File: src/verilog/lme_pkg.sv
// package: shared constants and types of the literal/move/indirect unit
// assumes one 250 MHz core clock and the plain register port of lme_core
package lme_pkg;

  localparam int DATA_W = 8;
  localparam int PTR_W = 16;
  localparam int BANK_W = 5;
  localparam int PCL_W = 7;
  localparam int FILE_W = 7;
  localparam int OFS_W = 6;
  localparam int BUS_AW = 8;
  localparam int BUS_DW = 32;
  localparam int FLAG_W = 3;

  // instruction codes as handed over by the fetch/decode stage
  typedef enum logic [2:0] {
    LME_OP_NOP = 3'h0,
    LME_OP_BANK = 3'h1,
    LME_OP_PAGE = 3'h2,
    LME_OP_ACCUM = 3'h3,
    LME_OP_STORE_FILE = 3'h4,
    LME_OP_STORE_IND = 3'h5,
    LME_OP_SW_RESET = 3'h6,
    LME_OP_OTHER = 3'h7
  } lme_op_e;

  typedef enum logic [1:0] {
    LME_MODE_PRE_INC = 2'h0,
    LME_MODE_PRE_DEC = 2'h1,
    LME_MODE_POST_INC = 2'h2,
    LME_MODE_POST_DEC = 2'h3
  } lme_mode_e;

  // file addresses that alias the indirect access ports
  localparam logic [FILE_W-1:0] IND0_ADDR = 7'h00;
  localparam logic [FILE_W-1:0] IND1_ADDR = 7'h01;

  // register port byte offsets
  localparam logic [BUS_AW-1:0] OFS_BANK = 8'h00;
  localparam logic [BUS_AW-1:0] OFS_PAGE = 8'h04;
  localparam logic [BUS_AW-1:0] OFS_ACCUM = 8'h08;
  localparam logic [BUS_AW-1:0] OFS_PTR0 = 8'h0C;
  localparam logic [BUS_AW-1:0] OFS_PTR1 = 8'h10;
  localparam logic [BUS_AW-1:0] OFS_STATUS = 8'h14;
  localparam logic [BUS_AW-1:0] OFS_PWR = 8'h18;

  localparam int RI_BIT = 0;
  localparam logic RI_RESET = 1'b1;
  localparam logic [BANK_W-1:0] BANK_RESET = 5'h00;
  localparam logic [PCL_W-1:0] PAGE_RESET = 7'h00;
  localparam logic [DATA_W-1:0] ACCUM_RESET = 8'h00;
  localparam logic [PTR_W-1:0] PTR_RESET = 16'h0000;
  localparam logic [FLAG_W-1:0] FLAG_RESET = 3'h0;

  localparam int CLK_PERIOD_PS = 4000;
  localparam int RST_PULSE_NS = 16;
  // least time: round up, at least one cycle
  localparam int RST_PULSE_RAW =
    (RST_PULSE_NS * 1000 + CLK_PERIOD_PS - 1) / CLK_PERIOD_PS;
  localparam int RST_PULSE_CYC = (RST_PULSE_RAW < 1) ? 1 : RST_PULSE_RAW;

endpackage

File: src/verilog/lme_ptr_unit.sv
// pointer arithmetic for the indirect store: effective address and update
// assumes purely combinational use by lme_core
`timescale 1ns/1ps
module lme_ptr_unit #(
  parameter int PTR_W = lme_pkg::PTR_W
) (
  input wire logic [PTR_W-1:0] ptr,      // current pointer value
  input wire logic [1:0] mode,           // update mode field
  input wire logic rel,                  // relative offset form
  input wire logic [PTR_W-1:0] ofs_ext,  // sign-extended offset
  output logic [PTR_W-1:0] eff_addr,     // address written
  output logic [PTR_W-1:0] next_ptr      // pointer after the store
);

  logic [PTR_W-1:0] ptr_inc;
  logic [PTR_W-1:0] ptr_dec;

  // width-limited sums wrap across the whole 16-bit range
  assign ptr_inc = PTR_W'(ptr + 1'b1);
  assign ptr_dec = PTR_W'(ptr - 1'b1);

  always_comb begin
    eff_addr = ptr;
    next_ptr = ptr;
    if (rel) begin
      eff_addr = PTR_W'(ptr + ofs_ext);
      next_ptr = ptr;
    end else begin
      unique case (lme_pkg::lme_mode_e'(mode))
        lme_pkg::LME_MODE_PRE_INC: begin
          eff_addr = ptr_inc;
          next_ptr = ptr_inc;
        end
        lme_pkg::LME_MODE_PRE_DEC: begin
          eff_addr = ptr_dec;
          next_ptr = ptr_dec;
        end
        lme_pkg::LME_MODE_POST_INC: begin
          eff_addr = ptr;
          next_ptr = ptr_inc;
        end
        lme_pkg::LME_MODE_POST_DEC: begin
          eff_addr = ptr;
          next_ptr = ptr_dec;
        end
      endcase
    end
  end

endmodule // lme_ptr_unit

File: src/verilog/lme_rst_pulse.sv
// stretches the software reset trigger into a reset request pulse
// assumes the reset controller samples the request on sys_clk
`timescale 1ns/1ps
module lme_rst_pulse #(
  parameter int PULSE_CYC = lme_pkg::RST_PULSE_CYC
) (
  input wire logic sys_clk,  // core clock
  input wire logic rst_n,    // synchronous reset, active low
  input wire logic ce,       // clock enable
  input wire logic trigger,  // one-cycle start
  output logic req           // request to the reset controller
);

  localparam int CW = $clog2(PULSE_CYC + 1);
  localparam logic [CW-1:0] LOAD = CW'(PULSE_CYC);

  logic [CW-1:0] cnt;
  logic [CW-1:0] next_cnt;

  always_comb begin
    next_cnt = cnt;
    if (trigger) begin
      next_cnt = LOAD;
    end else if (cnt != '0) begin
      next_cnt = CW'(cnt - 1'b1);
    end
  end

  always_ff @(posedge sys_clk) begin
    if (!rst_n) begin
      cnt <= '0;
    end else if (ce) begin
      cnt <= next_cnt;
    end
  end

  assign req = (cnt != '0);

  property p_rst_req_len;
    @(posedge sys_clk) disable iff (!rst_n)
    (ce && trigger) |=> req [*4];
  endproperty
  a_rst_req_len: assert property (p_rst_req_len)
    else $error("reset request shorter than its pulse length");

endmodule // lme_rst_pulse

File: src/verilog/lme_core.sv
// execution of literal loads, accumulator stores, indirect stores, no-op
// and software reset; registers reachable over a plain read/write port
// assumes a decoder on sys_clk presents one instruction per valid cycle
//
// Behaviour
// - bank load copies 5-bit literal, flags kept
// - page load copies 7-bit literal, flags kept
// - accumulator load takes 8-bit literal, one cycle
// - accumulator stored to file address, one cycle
// - indirect modes: 00 ++, 01 --, 10 post++, 11 post--
// - relative form: pointer plus signed offset, pointer kept
// - pointer written back plus, minus or unchanged
// - indirect port has no storage, redirects to pointer
// - pointers are 16 bits and wrap
// - pointer updates leave every status flag alone
// - software reset requests a full device reset
// - software reset clears the reset instruction flag
`timescale 1ns/1ps
module lme_core #(
  parameter logic [lme_pkg::FILE_W-1:0] IND0_ADDR = lme_pkg::IND0_ADDR,
  parameter logic [lme_pkg::FILE_W-1:0] IND1_ADDR = lme_pkg::IND1_ADDR
) (
  input wire logic sys_clk,                          // core clock
  input wire logic rst_n,                            // device reset
  input wire logic por_n,                            // power-on reset
  input wire logic ce,                               // clock enable
  input wire logic instr_valid,                      // instruction present
  input wire lme_pkg::lme_op_e instr_op,             // decoded operation
  input wire logic [lme_pkg::DATA_W-1:0] instr_lit,  // literal / file
  input wire logic instr_ptr_sel,                    // pointer 0 or 1
  input wire logic [1:0] instr_mode,                 // pointer update mode
  input wire logic instr_rel,                        // relative offset form
  input wire logic [lme_pkg::OFS_W-1:0] instr_ofs,   // signed offset
  input wire logic [lme_pkg::BUS_AW-1:0] bus_addr,   // register address
  input wire logic [lme_pkg::BUS_DW-1:0] bus_wdata,  // write data
  input wire logic bus_wr,                           // write strobe
  input wire logic bus_rd,                           // read strobe
  output logic [lme_pkg::BUS_DW-1:0] bus_rdata,      // read data
  output logic [lme_pkg::BANK_W-1:0] bank_select_reg, // bank select
  output logic [lme_pkg::PCL_W-1:0] pc_high_latch,   // pc high latch
  output logic [lme_pkg::DATA_W-1:0] accum,          // working register
  output logic [lme_pkg::FLAG_W-1:0] status_flags,   // C, DC, Z
  output logic dm_we,                                // data memory write
  output logic [lme_pkg::PTR_W-1:0] dm_addr,         // data memory address
  output logic [lme_pkg::DATA_W-1:0] dm_wdata,       // data memory data
  output logic pc_advance,                           // pc plus one
  output logic sw_reset_req,                         // to reset controller
  output logic reset_instr_flag                      // power control flag
);

  localparam int PW = lme_pkg::PTR_W;

  function automatic logic [PW-1:0] file_addr(
    input logic [lme_pkg::BANK_W-1:0] bank,
    input logic [lme_pkg::FILE_W-1:0] f
  );
    file_addr = PW'({bank, f});
  endfunction

  logic [PW-1:0] ptr0;
  logic [PW-1:0] ptr1;
  logic [PW-1:0] next_ptr0;
  logic [PW-1:0] next_ptr1;
  logic [lme_pkg::BANK_W-1:0] next_bank;
  logic [lme_pkg::PCL_W-1:0] next_page;
  logic [lme_pkg::DATA_W-1:0] next_accum;
  logic [lme_pkg::FLAG_W-1:0] next_flags;
  logic next_dm_we;
  logic [PW-1:0] next_dm_addr;
  logic [lme_pkg::DATA_W-1:0] next_dm_wdata;
  logic next_pc_advance;
  logic next_ri;
  logic [lme_pkg::BUS_DW-1:0] next_rdata;
  logic sw_trigger;

  logic [lme_pkg::BANK_W-1:0] lit_bank;
  logic [lme_pkg::FILE_W-1:0] lit_file;
  logic [PW-1:0] ofs_ext;
  logic [PW-1:0] sel_ptr;
  logic [PW-1:0] eff_addr;
  logic [PW-1:0] upd_ptr;
  logic exec;

  assign lit_bank = instr_lit[lme_pkg::BANK_W-1:0];
  assign lit_file = instr_lit[lme_pkg::FILE_W-1:0];
  assign ofs_ext = {{(PW-lme_pkg::OFS_W){instr_ofs[lme_pkg::OFS_W-1]}},
                    instr_ofs};
  assign sel_ptr = instr_ptr_sel ? ptr1 : ptr0;
  assign exec = instr_valid && (instr_op != lme_pkg::LME_OP_OTHER);

  lme_ptr_unit #(
    .PTR_W(PW)
  ) u_ptr (
    .ptr(sel_ptr),
    .mode(instr_mode),
    .rel(instr_rel),
    .ofs_ext(ofs_ext),
    .eff_addr(eff_addr),
    .next_ptr(upd_ptr)
  );

  lme_rst_pulse #(
    .PULSE_CYC(lme_pkg::RST_PULSE_CYC)
  ) u_rst (
    .sys_clk(sys_clk),
    .rst_n(rst_n),
    .ce(ce),
    .trigger(sw_trigger),
    .req(sw_reset_req)
  );

  // execution state; an instruction beats a register write in the
  // same cycle so the program's view stays consistent
  always_comb begin
    next_bank = bank_select_reg;
    next_page = pc_high_latch;
    next_accum = accum;
    next_ptr0 = ptr0;
    next_ptr1 = ptr1;
    next_flags = status_flags;
    next_dm_we = 1'b0;
    next_dm_addr = dm_addr;
    next_dm_wdata = dm_wdata;
    next_pc_advance = 1'b0;
    sw_trigger = 1'b0;
    if (bus_wr) begin
      unique case (bus_addr)
        lme_pkg::OFS_BANK: next_bank = bus_wdata[lme_pkg::BANK_W-1:0];
        lme_pkg::OFS_PAGE: next_page = bus_wdata[lme_pkg::PCL_W-1:0];
        lme_pkg::OFS_ACCUM: next_accum = bus_wdata[lme_pkg::DATA_W-1:0];
        lme_pkg::OFS_PTR0: next_ptr0 = bus_wdata[PW-1:0];
        lme_pkg::OFS_PTR1: next_ptr1 = bus_wdata[PW-1:0];
        lme_pkg::OFS_STATUS: next_flags = bus_wdata[lme_pkg::FLAG_W-1:0];
        default: ;
      endcase
    end
    if (exec) begin
      next_pc_advance = (instr_op != lme_pkg::LME_OP_SW_RESET);
      unique case (instr_op)
        lme_pkg::LME_OP_NOP: ;
        lme_pkg::LME_OP_BANK: next_bank = lit_bank;
        lme_pkg::LME_OP_PAGE: next_page = lit_file;
        lme_pkg::LME_OP_ACCUM: next_accum = instr_lit;
        lme_pkg::LME_OP_STORE_FILE: begin
          next_dm_we = 1'b1;
          next_dm_wdata = accum;
          // aliased port: no storage, go through the pointer instead
          if (lit_file == IND0_ADDR) begin
            next_dm_addr = ptr0;
          end else if (lit_file == IND1_ADDR) begin
            next_dm_addr = ptr1;
          end else begin
            next_dm_addr = file_addr(bank_select_reg, lit_file);
          end
        end
        lme_pkg::LME_OP_STORE_IND: begin
          next_dm_we = 1'b1;
          next_dm_wdata = accum;
          next_dm_addr = eff_addr;
          if (instr_ptr_sel) begin
            next_ptr1 = upd_ptr;
          end else begin
            next_ptr0 = upd_ptr;
          end
        end
        lme_pkg::LME_OP_SW_RESET: sw_trigger = 1'b1;
        default: ;
      endcase
    end
  end

  always_ff @(posedge sys_clk) begin
    if (!rst_n) begin
      bank_select_reg <= lme_pkg::BANK_RESET;
      pc_high_latch <= lme_pkg::PAGE_RESET;
      accum <= lme_pkg::ACCUM_RESET;
      ptr0 <= lme_pkg::PTR_RESET;
      ptr1 <= lme_pkg::PTR_RESET;
      status_flags <= lme_pkg::FLAG_RESET;
      dm_we <= 1'b0;
      dm_addr <= lme_pkg::PTR_RESET;
      dm_wdata <= lme_pkg::ACCUM_RESET;
      pc_advance <= 1'b0;
    end else if (ce) begin
      bank_select_reg <= next_bank;
      pc_high_latch <= next_page;
      accum <= next_accum;
      ptr0 <= next_ptr0;
      ptr1 <= next_ptr1;
      status_flags <= next_flags;
      dm_we <= next_dm_we;
      dm_addr <= next_dm_addr;
      dm_wdata <= next_dm_wdata;
      pc_advance <= next_pc_advance;
    end
  end

  // the flag must survive the device reset it reports, so of the two resets only power-on
  // sets it; the instruction's clear wins over a software write
  always_comb begin
    next_ri = reset_instr_flag;
    if (bus_wr && bus_addr == lme_pkg::OFS_PWR) begin
      next_ri = bus_wdata[lme_pkg::RI_BIT];
    end
    if (exec && instr_op == lme_pkg::LME_OP_SW_RESET) begin
      next_ri = 1'b0;
    end
  end

  always_ff @(posedge sys_clk) begin
    if (!por_n) begin
      reset_instr_flag <= lme_pkg::RI_RESET;
    end else if (ce) begin
      reset_instr_flag <= next_ri;
    end
  end

  // read data stand only in the cycle after the strobe
  always_comb begin
    next_rdata = '0;
    if (bus_rd) begin
      unique case (bus_addr)
        lme_pkg::OFS_BANK: next_rdata = 32'(bank_select_reg);
        lme_pkg::OFS_PAGE: next_rdata = 32'(pc_high_latch);
        lme_pkg::OFS_ACCUM: next_rdata = 32'(accum);
        lme_pkg::OFS_PTR0: next_rdata = 32'(ptr0);
        lme_pkg::OFS_PTR1: next_rdata = 32'(ptr1);
        lme_pkg::OFS_STATUS: next_rdata = 32'(status_flags);
        lme_pkg::OFS_PWR: next_rdata = 32'(reset_instr_flag);
        default: next_rdata = '0;
      endcase
    end
  end

  always_ff @(posedge sys_clk) begin
    if (!rst_n) begin
      bus_rdata <= '0;
    end else if (ce) begin
      bus_rdata <= next_rdata;
    end
  end

  property p_bank_load;
    @(posedge sys_clk) disable iff (!rst_n)
    (ce && instr_valid && instr_op == lme_pkg::LME_OP_BANK && !bus_wr)
    |=> (bank_select_reg == $past(lit_bank))
        && (status_flags == $past(status_flags));
  endproperty
  a_bank_load: assert property (p_bank_load)
    else $error("bank select not loaded from literal");

  property p_page_load;
    @(posedge sys_clk) disable iff (!rst_n)
    (ce && instr_valid && instr_op == lme_pkg::LME_OP_PAGE && !bus_wr)
    |=> (pc_high_latch == $past(lit_file))
        && (status_flags == $past(status_flags));
  endproperty
  a_page_load: assert property (p_page_load)
    else $error("pc high latch not loaded from literal");

  property p_accum_load;
    @(posedge sys_clk) disable iff (!rst_n)
    (ce && instr_valid && instr_op == lme_pkg::LME_OP_ACCUM)
    |=> (accum == $past(instr_lit)) && pc_advance && !dm_we;
  endproperty
  a_accum_load: assert property (p_accum_load)
    else $error("accumulator not loaded in one cycle");

  property p_store_file;
    @(posedge sys_clk) disable iff (!rst_n)
    (ce && instr_valid && instr_op == lme_pkg::LME_OP_STORE_FILE
     && lit_file != IND0_ADDR && lit_file != IND1_ADDR)
    |=> dm_we && (dm_wdata == $past(accum))
        && (dm_addr == PW'({$past(bank_select_reg), $past(lit_file)}));
  endproperty
  a_store_file: assert property (p_store_file)
    else $error("accumulator store went to wrong place");

  property p_pre_inc;
    @(posedge sys_clk) disable iff (!rst_n)
    (ce && instr_valid && instr_op == lme_pkg::LME_OP_STORE_IND
     && !instr_rel && instr_mode == 2'h0 && !instr_ptr_sel && !bus_wr)
    |=> dm_we && (dm_addr == PW'($past(ptr0) + 1'b1)) && (ptr0 == dm_addr);
  endproperty
  a_pre_inc: assert property (p_pre_inc)
    else $error("pre-increment address or pointer wrong");

  property p_rel_ofs;
    @(posedge sys_clk) disable iff (!rst_n)
    (ce && instr_valid && instr_op == lme_pkg::LME_OP_STORE_IND
     && instr_rel && instr_ptr_sel && !bus_wr)
    |=> (ptr1 == $past(ptr1))
        && (dm_addr == PW'($past(ptr1) + $past(ofs_ext)));
  endproperty
  a_rel_ofs: assert property (p_rel_ofs)
    else $error("relative offset store wrong");

  property p_post_dec;
    @(posedge sys_clk) disable iff (!rst_n)
    (ce && instr_valid && instr_op == lme_pkg::LME_OP_STORE_IND
     && !instr_rel && instr_mode == 2'h3 && instr_ptr_sel && !bus_wr)
    |=> (dm_addr == $past(ptr1)) && (ptr1 == PW'($past(ptr1) - 1'b1));
  endproperty
  a_post_dec: assert property (p_post_dec)
    else $error("post-decrement write-back wrong");

  property p_redirect;
    @(posedge sys_clk) disable iff (!rst_n)
    (ce && instr_valid && instr_op == lme_pkg::LME_OP_STORE_FILE
     && lit_file == IND1_ADDR)
    |=> dm_we && (dm_addr == $past(ptr1));
  endproperty
  a_redirect: assert property (p_redirect)
    else $error("indirect port store not redirected");

  property p_wrap;
    @(posedge sys_clk) disable iff (!rst_n)
    (ce && instr_valid && instr_op == lme_pkg::LME_OP_STORE_IND
     && !instr_rel && instr_mode == 2'h2 && !instr_ptr_sel
     && ptr0 == 16'hFFFF && !bus_wr)
    |=> (ptr0 == 16'h0000);
  endproperty
  a_wrap: assert property (p_wrap)
    else $error("pointer did not wrap");

  property p_ind_flags;
    @(posedge sys_clk) disable iff (!rst_n)
    (ce && instr_valid && instr_op == lme_pkg::LME_OP_STORE_IND && !bus_wr)
    |=> $stable(status_flags);
  endproperty
  a_ind_flags: assert property (p_ind_flags)
    else $error("indirect store changed a status flag");

  property p_sw_reset;
    @(posedge sys_clk) disable iff (!rst_n)
    (ce && instr_valid && instr_op == lme_pkg::LME_OP_SW_RESET && !bus_wr)
    |=> sw_reset_req && !reset_instr_flag && $stable(status_flags);
  endproperty
  a_sw_reset: assert property (p_sw_reset)
    else $error("software reset did not request reset or clear flag");

  property p_nop;
    @(posedge sys_clk) disable iff (!rst_n)
    (ce && instr_valid && instr_op == lme_pkg::LME_OP_NOP && !bus_wr)
    |=> pc_advance && !dm_we && $stable(accum) && $stable(ptr0)
        && $stable(bank_select_reg) && $stable(status_flags);
  endproperty
  a_nop: assert property (p_nop)
    else $error("no-op changed state or did not advance pc");

endmodule // lme_core

File: config.mk
export PLATFORM = sky130hd
export DESIGN_NAME = lme_core
export DESIGN_NICKNAME = d
export VERILOG_FILES = /design/src/verilog/lme_pkg.sv /design/src/verilog/lme_ptr_unit.sv /design/src/verilog/lme_rst_pulse.sv /design/src/verilog/lme_core.sv
export SDC_FILE = /design/constraint.sdc
export NUM_CORES = 1
export LEC_CHECK = 0
export BUFFER_PORTS_ARGS = -buffer_cell sky130_fd_sc_hd__buf_2
export CORE_MARGIN = 2
export CORE_UTILIZATION = 55
export DETAILED_ROUTE_END_ITERATION = 10
export PLACE_DENSITY = 0.83
export SLEW_MARGIN = 20
export SYNTH_ARGS = -nofsm -noshare
export SYNTH_HDL_FRONTEND = slang
export SYNTH_SLANG_ARGS = --single-unit
File: constraint.sdc
create_clock -name sys_clk -period 3.4 [get_ports sys_clk]
set_clock_uncertainty 0.05 [all_clocks]
set_input_delay 0.17 -clock sys_clk [delete_from_list [all_inputs] [get_ports sys_clk]]
set_output_delay 0.17 -clock sys_clk [all_outputs]
set_load 0.02 [all_outputs]
# Word level (Yosys, flattened, before mapping)
# Index checks and enable logic that the tools add are counted.
# totals
regBits,117
latch_bits,0
ram_bits,0
romBits,0
inputBits,68
out_inout_bits,83
memories,0
# classes
n_addsub,4
n_mul,0
n_div,0
n_lt_le_gt_ge,0
n_eq_ne,18
shift,0
muxes,41
n_bitwise,0
n_reduce_logical,19
# ops
operator,n
2-to-1 mux 16 bit,16
one-hot mux 16 bit (7 select lines),1
one-hot mux 16 bit (2 select lines),2
one-hot mux 16 bit (3 select lines),1
2-to-1 mux 8 bit,4
2-to-1 mux 7 bit,4
== test 8 x 5 -> 1 bit (second input constant),3
2-to-1 mux 5 bit,4
adder 16 x 1 -> 16 bit (second input constant),1
adder 16 bit,1
== test 8 x 4 -> 1 bit (second input constant),2
subtractor 16 x 1 -> 16 bit (second input constant),1
== test 3 bit (second input constant),3
AND reduction 3 bit,3
== test 8 x 3 -> 1 bit (second input constant),1
logical NOT 8 bit,1
OR reduction 2 bit,4
== test 7 x 1 -> 1 bit (second input constant),1
logical NOT 7 bit,1
2-to-1 mux 1 bit,7
== test 3 x 2 -> 1 bit (second input constant),2
2-to-1 mux 3 bit,2
inequality test 3 bit (second input constant),2
nonzero test 2 bit,3
8 further kinds,12

# Longest topological paths before layout
# Gate-level depths: netlist of the first run.
# logic_depth
word_depth,7
mapped_depth,15
ltp_nobuf,12

# Modules after synthesis
# From an unflattened synthesis of the first run, not the netlist that was laid out.
# hier_totals
hier_cells,896
area_unflattened_um2,7420.9
# by_module_without_submodules
mod,n_inst,cells_per_inst,area_per_inst_um2,seq_area_each_um2
lme_core,1,608,5482.8,1961.9
lme_ptr_unit,1,266,1755.4,0.0
lme_rst_pulse,1,22,182.7,60.1

# Worst setup path after synthesis of the first run
# Ideal clock, no wire load.
# synth_path
path_kind,input-to-reg
from,in instr_ptr_sel
to,reg dm_addr[13] in the netlist's numbering
setup_ps,122
arrival_ps,2645
required_time_ps,3228
setup_slack_ps,583
path_stages,13
path_cell_list,buf_6 -> clkbuf_8 -> buf_6 -> mux2i_1 -> inv_1 -> ha_1 -> a211oi_1 -> o21ai_0 -> nor4b_1 -> or2_2 -> mux2_2 -> a32oi_1 -> o21ai_1
# synth_via
elab_chain_len,5
elab_cells_between_ends,7
classes_between,3 x add/sub; 4 x mux
# synth_rtl
item,line,text
"start, declared",lme_core.sv:30,"input wire logic instr_ptr_sel,"
2-to-1 mux 16 bit *,lme_core.sv:88,assign sel_ptr = instr_ptr_sel ? ptr1 : ptr0;
subtractor 16 x 1 -> 16 bit / adder 16 x 1 -> 16 bit (equally long branches),"lme_ptr_unit.sv:20, lme_ptr_unit.sv:19",
one-hot mux 16 bit (3 select lines),lme_ptr_unit.sv:29,unique case (lme_pkg::lme_mode_e'(mode))
2-to-1 mux 16 bit *,lme_ptr_unit.sv:25,if (rel) begin
one-hot mux 16 bit (2 select lines) *,lme_core.sv:139,unique case (instr_op)
"end signal, assigned",lme_core.sv:181,dm_addr <= lme_pkg::PTR_RESET;
"end signal, assigned",lme_core.sv:192,dm_addr <= next_dm_addr;
"end, declared",lme_core.sv:44,"output logic [lme_pkg::PTR_W-1:0] dm_addr,"
# Mark *: on every way between the ends. The rest lies on a longest branch, timed or not.
# A chain may end at the register's enable or synchronous reset.

# Final worst setup path of the first run
# layout_path
from,reg ptr0[1]
to,reg dm_addr[10] in the netlist's numbering
# layout_via
elab_chain_len,5
elab_cells_between_ends,7
classes_between,3 x add/sub; 4 x mux
# layout_rtl
item,line,text
"start, declared",lme_core.sv:60,logic [PW-1:0] ptr0;
"start signal, assigned",lme_core.sv:177,ptr0 <= lme_pkg::PTR_RESET;
"start signal, assigned",lme_core.sv:188,ptr0 <= next_ptr0;
2-to-1 mux 16 bit *,lme_core.sv:88,
subtractor 16 x 1 -> 16 bit / adder 16 x 1 -> 16 bit (equally long branches),"lme_ptr_unit.sv:20, lme_ptr_unit.sv:19",
one-hot mux 16 bit (3 select lines),lme_ptr_unit.sv:29,
2-to-1 mux 16 bit *,lme_ptr_unit.sv:25,
one-hot mux 16 bit (2 select lines) *,lme_core.sv:139,
# Marked as above.

==> impl_metrics.csv, run 1 <==
group,metric,value,unit
global_route,grt_pass1_wl,39320,um
worst_setup_path,cp_cell_sequence,"mux2i_1 -> inv_1 -> ha_1 -> and4_2 -> o221ai_1 -> o32a_1 -> nor3_1 -> a21oi_1 -> o221ai_1 -> o31ai_1",
timing,period_minus_slack,2939,ps
worst_setup_path,path_buf_inv,1,
timing,slew_headroom,0.4848,
clock_tree,cts_hold_buf,1,
timing,setup_slack,460.6,ps
routing,drc,0,
clock_tree,cts.sinks,101,
timing,rsz0062_at_grt,"false",
die,die_w,117.9,um
routing,met2WireLength,10900,um
worst_setup_path,crit_path_end_kind,"flop",
worst_setup_path,critPathKind,"flop to flop",
clock_tree,clk_path_buf_depth,2,
layout,nets,1112,
die,rows,41,
global_route,grt_max_degree,51,
routing,num_vias,8036,
worst_setup_path,start_kind,"flop",
worst_setup_path,arrival,3160,ps
timing,fmax,340.2,MHz
logic_synthesis,ys_seq_area_frac,0.2833,
die,core,12670,um^2
timing,hold_viol_final,0,
worst_setup_path,worst-path-max-fanout,8,
die,die_height,117.9,um
pwr,power_density,347.6,nW/um^2
place,place_ws,280.5,ps
global_route,grt.overflow.total,0,
worst_setup_path,path_common_cell,"o221ai_1",
worst_setup_path,crit_family,"compound AO/OA/AOI/OAI gates",
pwr,p_leak,3.349,nW
layout,drive_gt1_frac,0.1934,
timing,worst_pin_slew,772.9,ps
clock_tree,numCtsBuffers,9,
clock_tree,clock_latency,360,ps
logic_synthesis,synth-main-ff-cell,"dfxtp_1",
die,ios,151,
global_route,antenna_found_initial,0,
run,drv_cap,0,
die,initial_utilization,0.5633,
pwr,ir_drop,290.4,uV
logic_synthesis,synth_area_leader_cell,"dfxtp_1",
worst_setup_path,cp-startpoint,"ptr0[1]",
logic_synthesis,postSynthAreaPerCell,7.734,um^2
layout,antenna_cells,0,
logic_synthesis,synth.area.top_cells,"dfxtp_1 28%, a21oi_1 9.3%, o21ai_0 4.4%",
logic_synthesis,ys_types,79,
clock_tree,root_buffer,"clkbuf_16",
worst_hold_path,min-delay-start,"instr_lit[7]",
logic_synthesis,ys_warn_count,0,
routing,ant_nets,0,
place,dp_hpwl,19440,um
layout,areaGrowthSynthToFinish,13.13,%
die,dieArea,13910,um^2
place,place_congestion,1.067,
routing,via_per_inst,6.691,
logic_synthesis,netlist_area,7138,um^2
worst_setup_path,required,3620,ps
timing,slew_viol_final,0,
worst_setup_path,rr_startpoint,"ptr0[1]",
status,status,"completed",
routing,met1Wirelength,9905,um
timing,setup_tns,0,ps
worst_setup_path,critPathMaxStageDelay,440,ps
clock_tree,cts_tree,"done",
global_route,grt_pass1_vias,7016,
timing,finalCritPeriodShare,0.8645,
routing,wl_met3,3834,um
clock_tree,post_cts_buffers,0,
timing,whs,105.2,ps
routing,firstDrtPassIters,7,
clock_tree,clkSlewWorstSetupHoldPaths,80,ps
worst_hold_path,min_path_type,"primary input to flop",
clock_tree,post_cts_resize_count,0,
routing,routed_wl,26060,um
place,io_buffers,118,
clock_tree,htree_levels,3,
worst_setup_path,crit_slowest_cell,"dfxtp_1",
timing,setup_viol,0,
routing,drtIter0Drc,1312,
logic_synthesis,yosysTopAreaCellShare,0.2833,
logic_synthesis,synth-async-reset-ratio,0,
routing,routedWlPerCell,21.70,um
logic_synthesis,syn_inst,923,
global_route,grt_usage,0.3588,
routing,topRoutingLayerUsed,"met4",
logic_synthesis,synth_edf_count,0,
logic_synthesis,synth-seq-cells,101,
Yosys cell counts, types with 9 or more instances:
master    number
a22oi_1       12
nand3_1       22
nor3_1        22
o22ai_1       37
ha_1          19
clkbuf_1      40
nand2b_1      13
nor2b_1        9
dfxtp_1      101
nor2_1        72
mux2i_1       29
nor4_1         9
xor2_1         9
xnor2_1       26
o21ai_0       63
nand4_1       13
a21oi_1      132
o221ai_1      30
nand2_1       70
buf_4         20
inv_1         25
metrics by stage:
step | util | cell area, um^2 | power, W | cells
after floorplan | - | 7194 | 0.001638 | 938
after global placement | 0.6136 | 7775 | 0.001785 | 1184
after detailed placement | 0.6136 | 7775 | 0.001792 | 1184
after CTS | 0.6373 | 8075 | 0.002796 | 1201
after global routing | 0.6373 | 8075 | 0.002900 | 1201
final | 0.6373 | 8075 | 0.002807 | 1201
power breakdown:
group | leakage (nW) | internal [W] | switching (W)
sequential | 0.816 | 0.00121 | 0.0000312
clock | 0.146 | 0.000517 | 0.000504
combinational | 2.39 | 0.000189 | 0.000354
cells by family (layout without fill, tap and decap cells):
group	Yosys count	in the layout	synth area share
AND/OR/NAND/NOR	276	276	0.1961
adder cells (fa/ha/maj)	20	20	0.03611
AO/OA/AOI/OAI	346	346	0.3011
multiplexers	36	36	0.05399
flip-flops	101	101	0.2833
buffers and inverters	108	199	0.08589
other	1	16	0.0005254
XOR/XNOR	35	35	0.04295
routing by layer:
metal	vias up	GRT usage
met5	-	0
met4	0	0.1566
met3	139	0.1284
met2	646	0.5349
met1	3633	0.4659
li1	3618	-
path summary, 6_finish.rpt:
| kind | depth (start not counted) | endpoint | slack [ps] |
|---|---|---|---|
| max | 10 | dm_addr[10] | 460 |
| min | 3 | accum[7] | 110 |
| max reg2reg | 10 | dm_addr[10] | 460 |
| min reg2reg | 2 | dm_wdata[4] | 400 |
worst min-delay path: stages:
cell	delay, ps
buf_2	90
o22ai_1	80
a21oi_1	130
final cells by class:
class / instances / area, um^2
clock inverters: 7 / 65.06
fillers: 1181 / 4596
well taps: 172 / 215.2
flip-flops and latches: 101 / 2022
repair buffers: 155 / 883.3
inverters: 28 / 105.1
multi-input cells: 729 / 4559
clock buffers: 9 / 225.2
layout by cell type (no fill, tap or decap), types with 5 or more instances in the layout:
cell type	synthesis	final
dfxtp_1	101	101
nand2b_1	13	13
mux2i_1	29	29
o21a_1	7	7
xor2_1	9	9
a31oi_1	8	8
nor3b_1	5	5
xnor2_1	26	26
clkbuf_16	0	9
o221ai_1	30	30
or3_1	7	7
nand3_1	22	22
conb_1	1	16
buf_2	3	118
nor2_1	72	72
or2_2	5	5
nor3_1	22	22
a222oi_1	8	8
buf_4	20	35
a22oi_1	12	12
o31ai_1	5	5
ha_1	19	19
nor4_1	9	9
o21ai_0	63	63
o22ai_1	37	37
a21o_1	8	8
o211ai_1	5	5
nand2_1	70	70
nor2b_1	9	9
a211oi_1	5	5
a21oi_1	132	132
nand4_1	13	13
inv_1	25	25
Note: power is estimated with default switching activity, not from simulation.
==> run 2, diff against run 1 <==
CORE_UTILIZATION = 56   (was 55)
CTS_CLUSTER_SIZE = 16   (was not set)
PLACE_DENSITY = 0.85   (was 0.83)
TNS_END_PERCENT = 100   (was not set)
==> run 2 against run 1 <==
  * Core utilization up 0.60 points
  * Final cell count is 0.42% lower
  * Worst setup slack improved by 1.2 ps
  * Critical path type unchanged
==> impl_metrics.csv, run 2 (synthesis gave the netlist of run 1 again) <==
group,metric,value,unit
worst_setup_path,cp_cell_sequence,"mux2i_1 -> inv_1 -> ha_1 -> o21ai_0 -> o21ai_0 -> nor4b_1 -> or2_2 -> mux2_2 -> a32oi_1 -> o21ai_1",
routing,met1Wirelength,9885,um
clock_tree,cts_tree,"done",
timing,slew_viol_final,0,
layout,areaGrowthSynthToFinish,12.81,%
layout,antenna_cells,0,
timing,setup_viol,0,
routing,drtIter0Drc,1585,
global_route,grt_max_degree,51,
routing,via_per_inst,6.692,
timing,slew_headroom,0.4355,
place,place_ws,339.8,ps
timing,worst_pin_slew,846.7,ps
worst_setup_path,critPathMaxStageDelay,460,ps
routing,firstDrtPassIters,7,
global_route,grt.overflow.total,0,
routing,met2WireLength,10640,um
worst_setup_path,crit_path_end_kind,"flop",
place,io_buffers,118,
clock_tree,numCtsBuffers,9,
global_route,grt_pass1_wl,38840,um
die,dieArea,13670,um^2
worst_setup_path,path_common_cell,"o21ai_0",
status,status,"completed",
timing,hold_viol_final,0,
worst_setup_path,worst-path-max-fanout,9,
timing,setup_tns,0,ps
routing,drc,0,
place,dp_hpwl,18760,um
layout,final_common_cell,"a21oi_1",
pwr,p_leak,3.329,nW
die,core,12520,um^2
worst_setup_path,critPathKind,"flop to flop",
timing,fmax,340.3,MHz
layout,n_fill_cell,1121,
global_route,grt_usage,0.3661,
run,drv_cap,0,
die,initial_utilization,0.5703,
layout,nets,1107,
layout,mostFrequentLayoutCells,"132 x a21oi_1, 118 x buf_2, 101 x dfxtp_1, 72 x nor2_1, 70 x nand2_1",
clock_tree,clkSlewWorstSetupHoldPaths,70,ps
worst_setup_path,crit_slowest_cell,"dfxtp_1",
routing,ant_nets,0,
timing,period_minus_slack,2938,ps
routing,num_vias,8004,
pwr,ir_drop,287.5,uV
layout,drive_gt1_frac,0.1895,
global_route,antenna_found_initial,0,
worst_setup_path,required,3590,ps
timing,rsz0062_at_grt,"false",
worst_setup_path,arrival,3130,ps
worst_setup_path,start_kind,"flop",
routing,routed_wl,25310,um
clock_tree,htree_levels,3,
routing,wl_met3,3798,um
clock_tree,cts.sinks,101,
clock_tree,clock_latency,350,ps
die,ios,151,
worst_hold_path,min_path_type,"primary input to flop",
clock_tree,clk_path_buf_depth,2,
timing,setup_slack,461.8,ps
timing,finalCritPeriodShare,0.8642,
routing,routedWlPerCell,21.16,um
clock_tree,root_buffer,"clkbuf_16",
routing,topRoutingLayerUsed,"met4",
die,die_w,116.9,um
pwr,power_density,354.5,nW/um^2
global_route,grt_pass1_vias,7046,
place,place_congestion,1.076,
die,rows,41,
die,die_height,116.9,um
## run 2: cell types whose count changed in the layout (fill, tap and decap cells not counted), sizes merged
cell and change:
clkinv -1, buf -5, clkbuf +1, inv -1, bufinv +1
## run 2: stage by stage
step | hold WS [ps] | util | std cells | total power (W) | cell area, um^2
after detailed placement | 329.7 | 0.6182 | 1179 | 0.001787 | 7737
final | 122.0 | 0.6433 | 1196 | 0.002855 | 8053
after global placement | 327.4 | 0.6182 | 1179 | 0.001773 | 7737
after CTS | 105.3 | 0.6433 | 1196 | 0.002827 | 8053
after floorplan | 208.9 | - | 938 | 0.001638 | 7194
after global routing | 125.3 | 0.6433 | 1196 | 0.002944 | 8053
## run 2: per-layer routing
layer | track usage | up-vias
met3 | 0.1159 | 111
met2 | 0.5437 | 670
met4 | 0.1153 | 0
met1 | 0.5072 | 3616
li1 | - | 3607
met5 | 0 | -
## run 2: what timing repair did
action,4_1_cts,5_1_grt
gates resized for setup,0,0
hold endpoints to repair,1,0
hold buffers,1,0
buffers inserted,0,0
## run 2: layout make-up
| cell class | instances | area [um^2] | share of cell area |
|---|---|---|---|
| multi-input combinational | 729 | 4559 | 0.5662 |
| sequential | 101 | 2022 | 0.2511 |
| timing repair buffer | 150 | 845.8 | 0.1050 |
| clock buffer | 10 | 239.0 | 0.02968 |
| tap | 172 | 215.2 | 0.02672 |
| inverter | 28 | 105.1 | 0.01305 |
| clock inverter | 6 | 66.31 | 0.008235 |
## run 2: report_power, final
group / switching [W] / internal [W] / leakage [nW]
Sequential: 0.0000293 / 0.00121 / 0.816
Combinational: 0.000354 / 0.000188 / 2.36
Clock: 0.000475 / 0.000597 / 0.154
Total: 0.000858 / 0.00200 / 3.33
## run 2: critical path, delay by kind of cell (launching register included)
| kind | cells | cell delay (ps) |
|---|---|---|
| compound gates | 4 | 670 |
| fa+ha+maj | 1 | 360 |
| mux | 2 | 630 |
| buf+inv | 1 | 110 |
| simple gates | 2 | 550 |
| flops | 1 | 460 |
## run 2: worst paths after layout
check                     start          end  depth (start not counted)  slack (ps)
setup reg to reg        ptr1[2]  dm_addr[13]                         10         460
hold reg to reg     dm_wdata[6]  dm_wdata[6]                          2         400
setup / recovery        ptr1[2]  dm_addr[13]                         10         460
hold / removal    bus_wdata[14]     ptr1[14]                          3         120
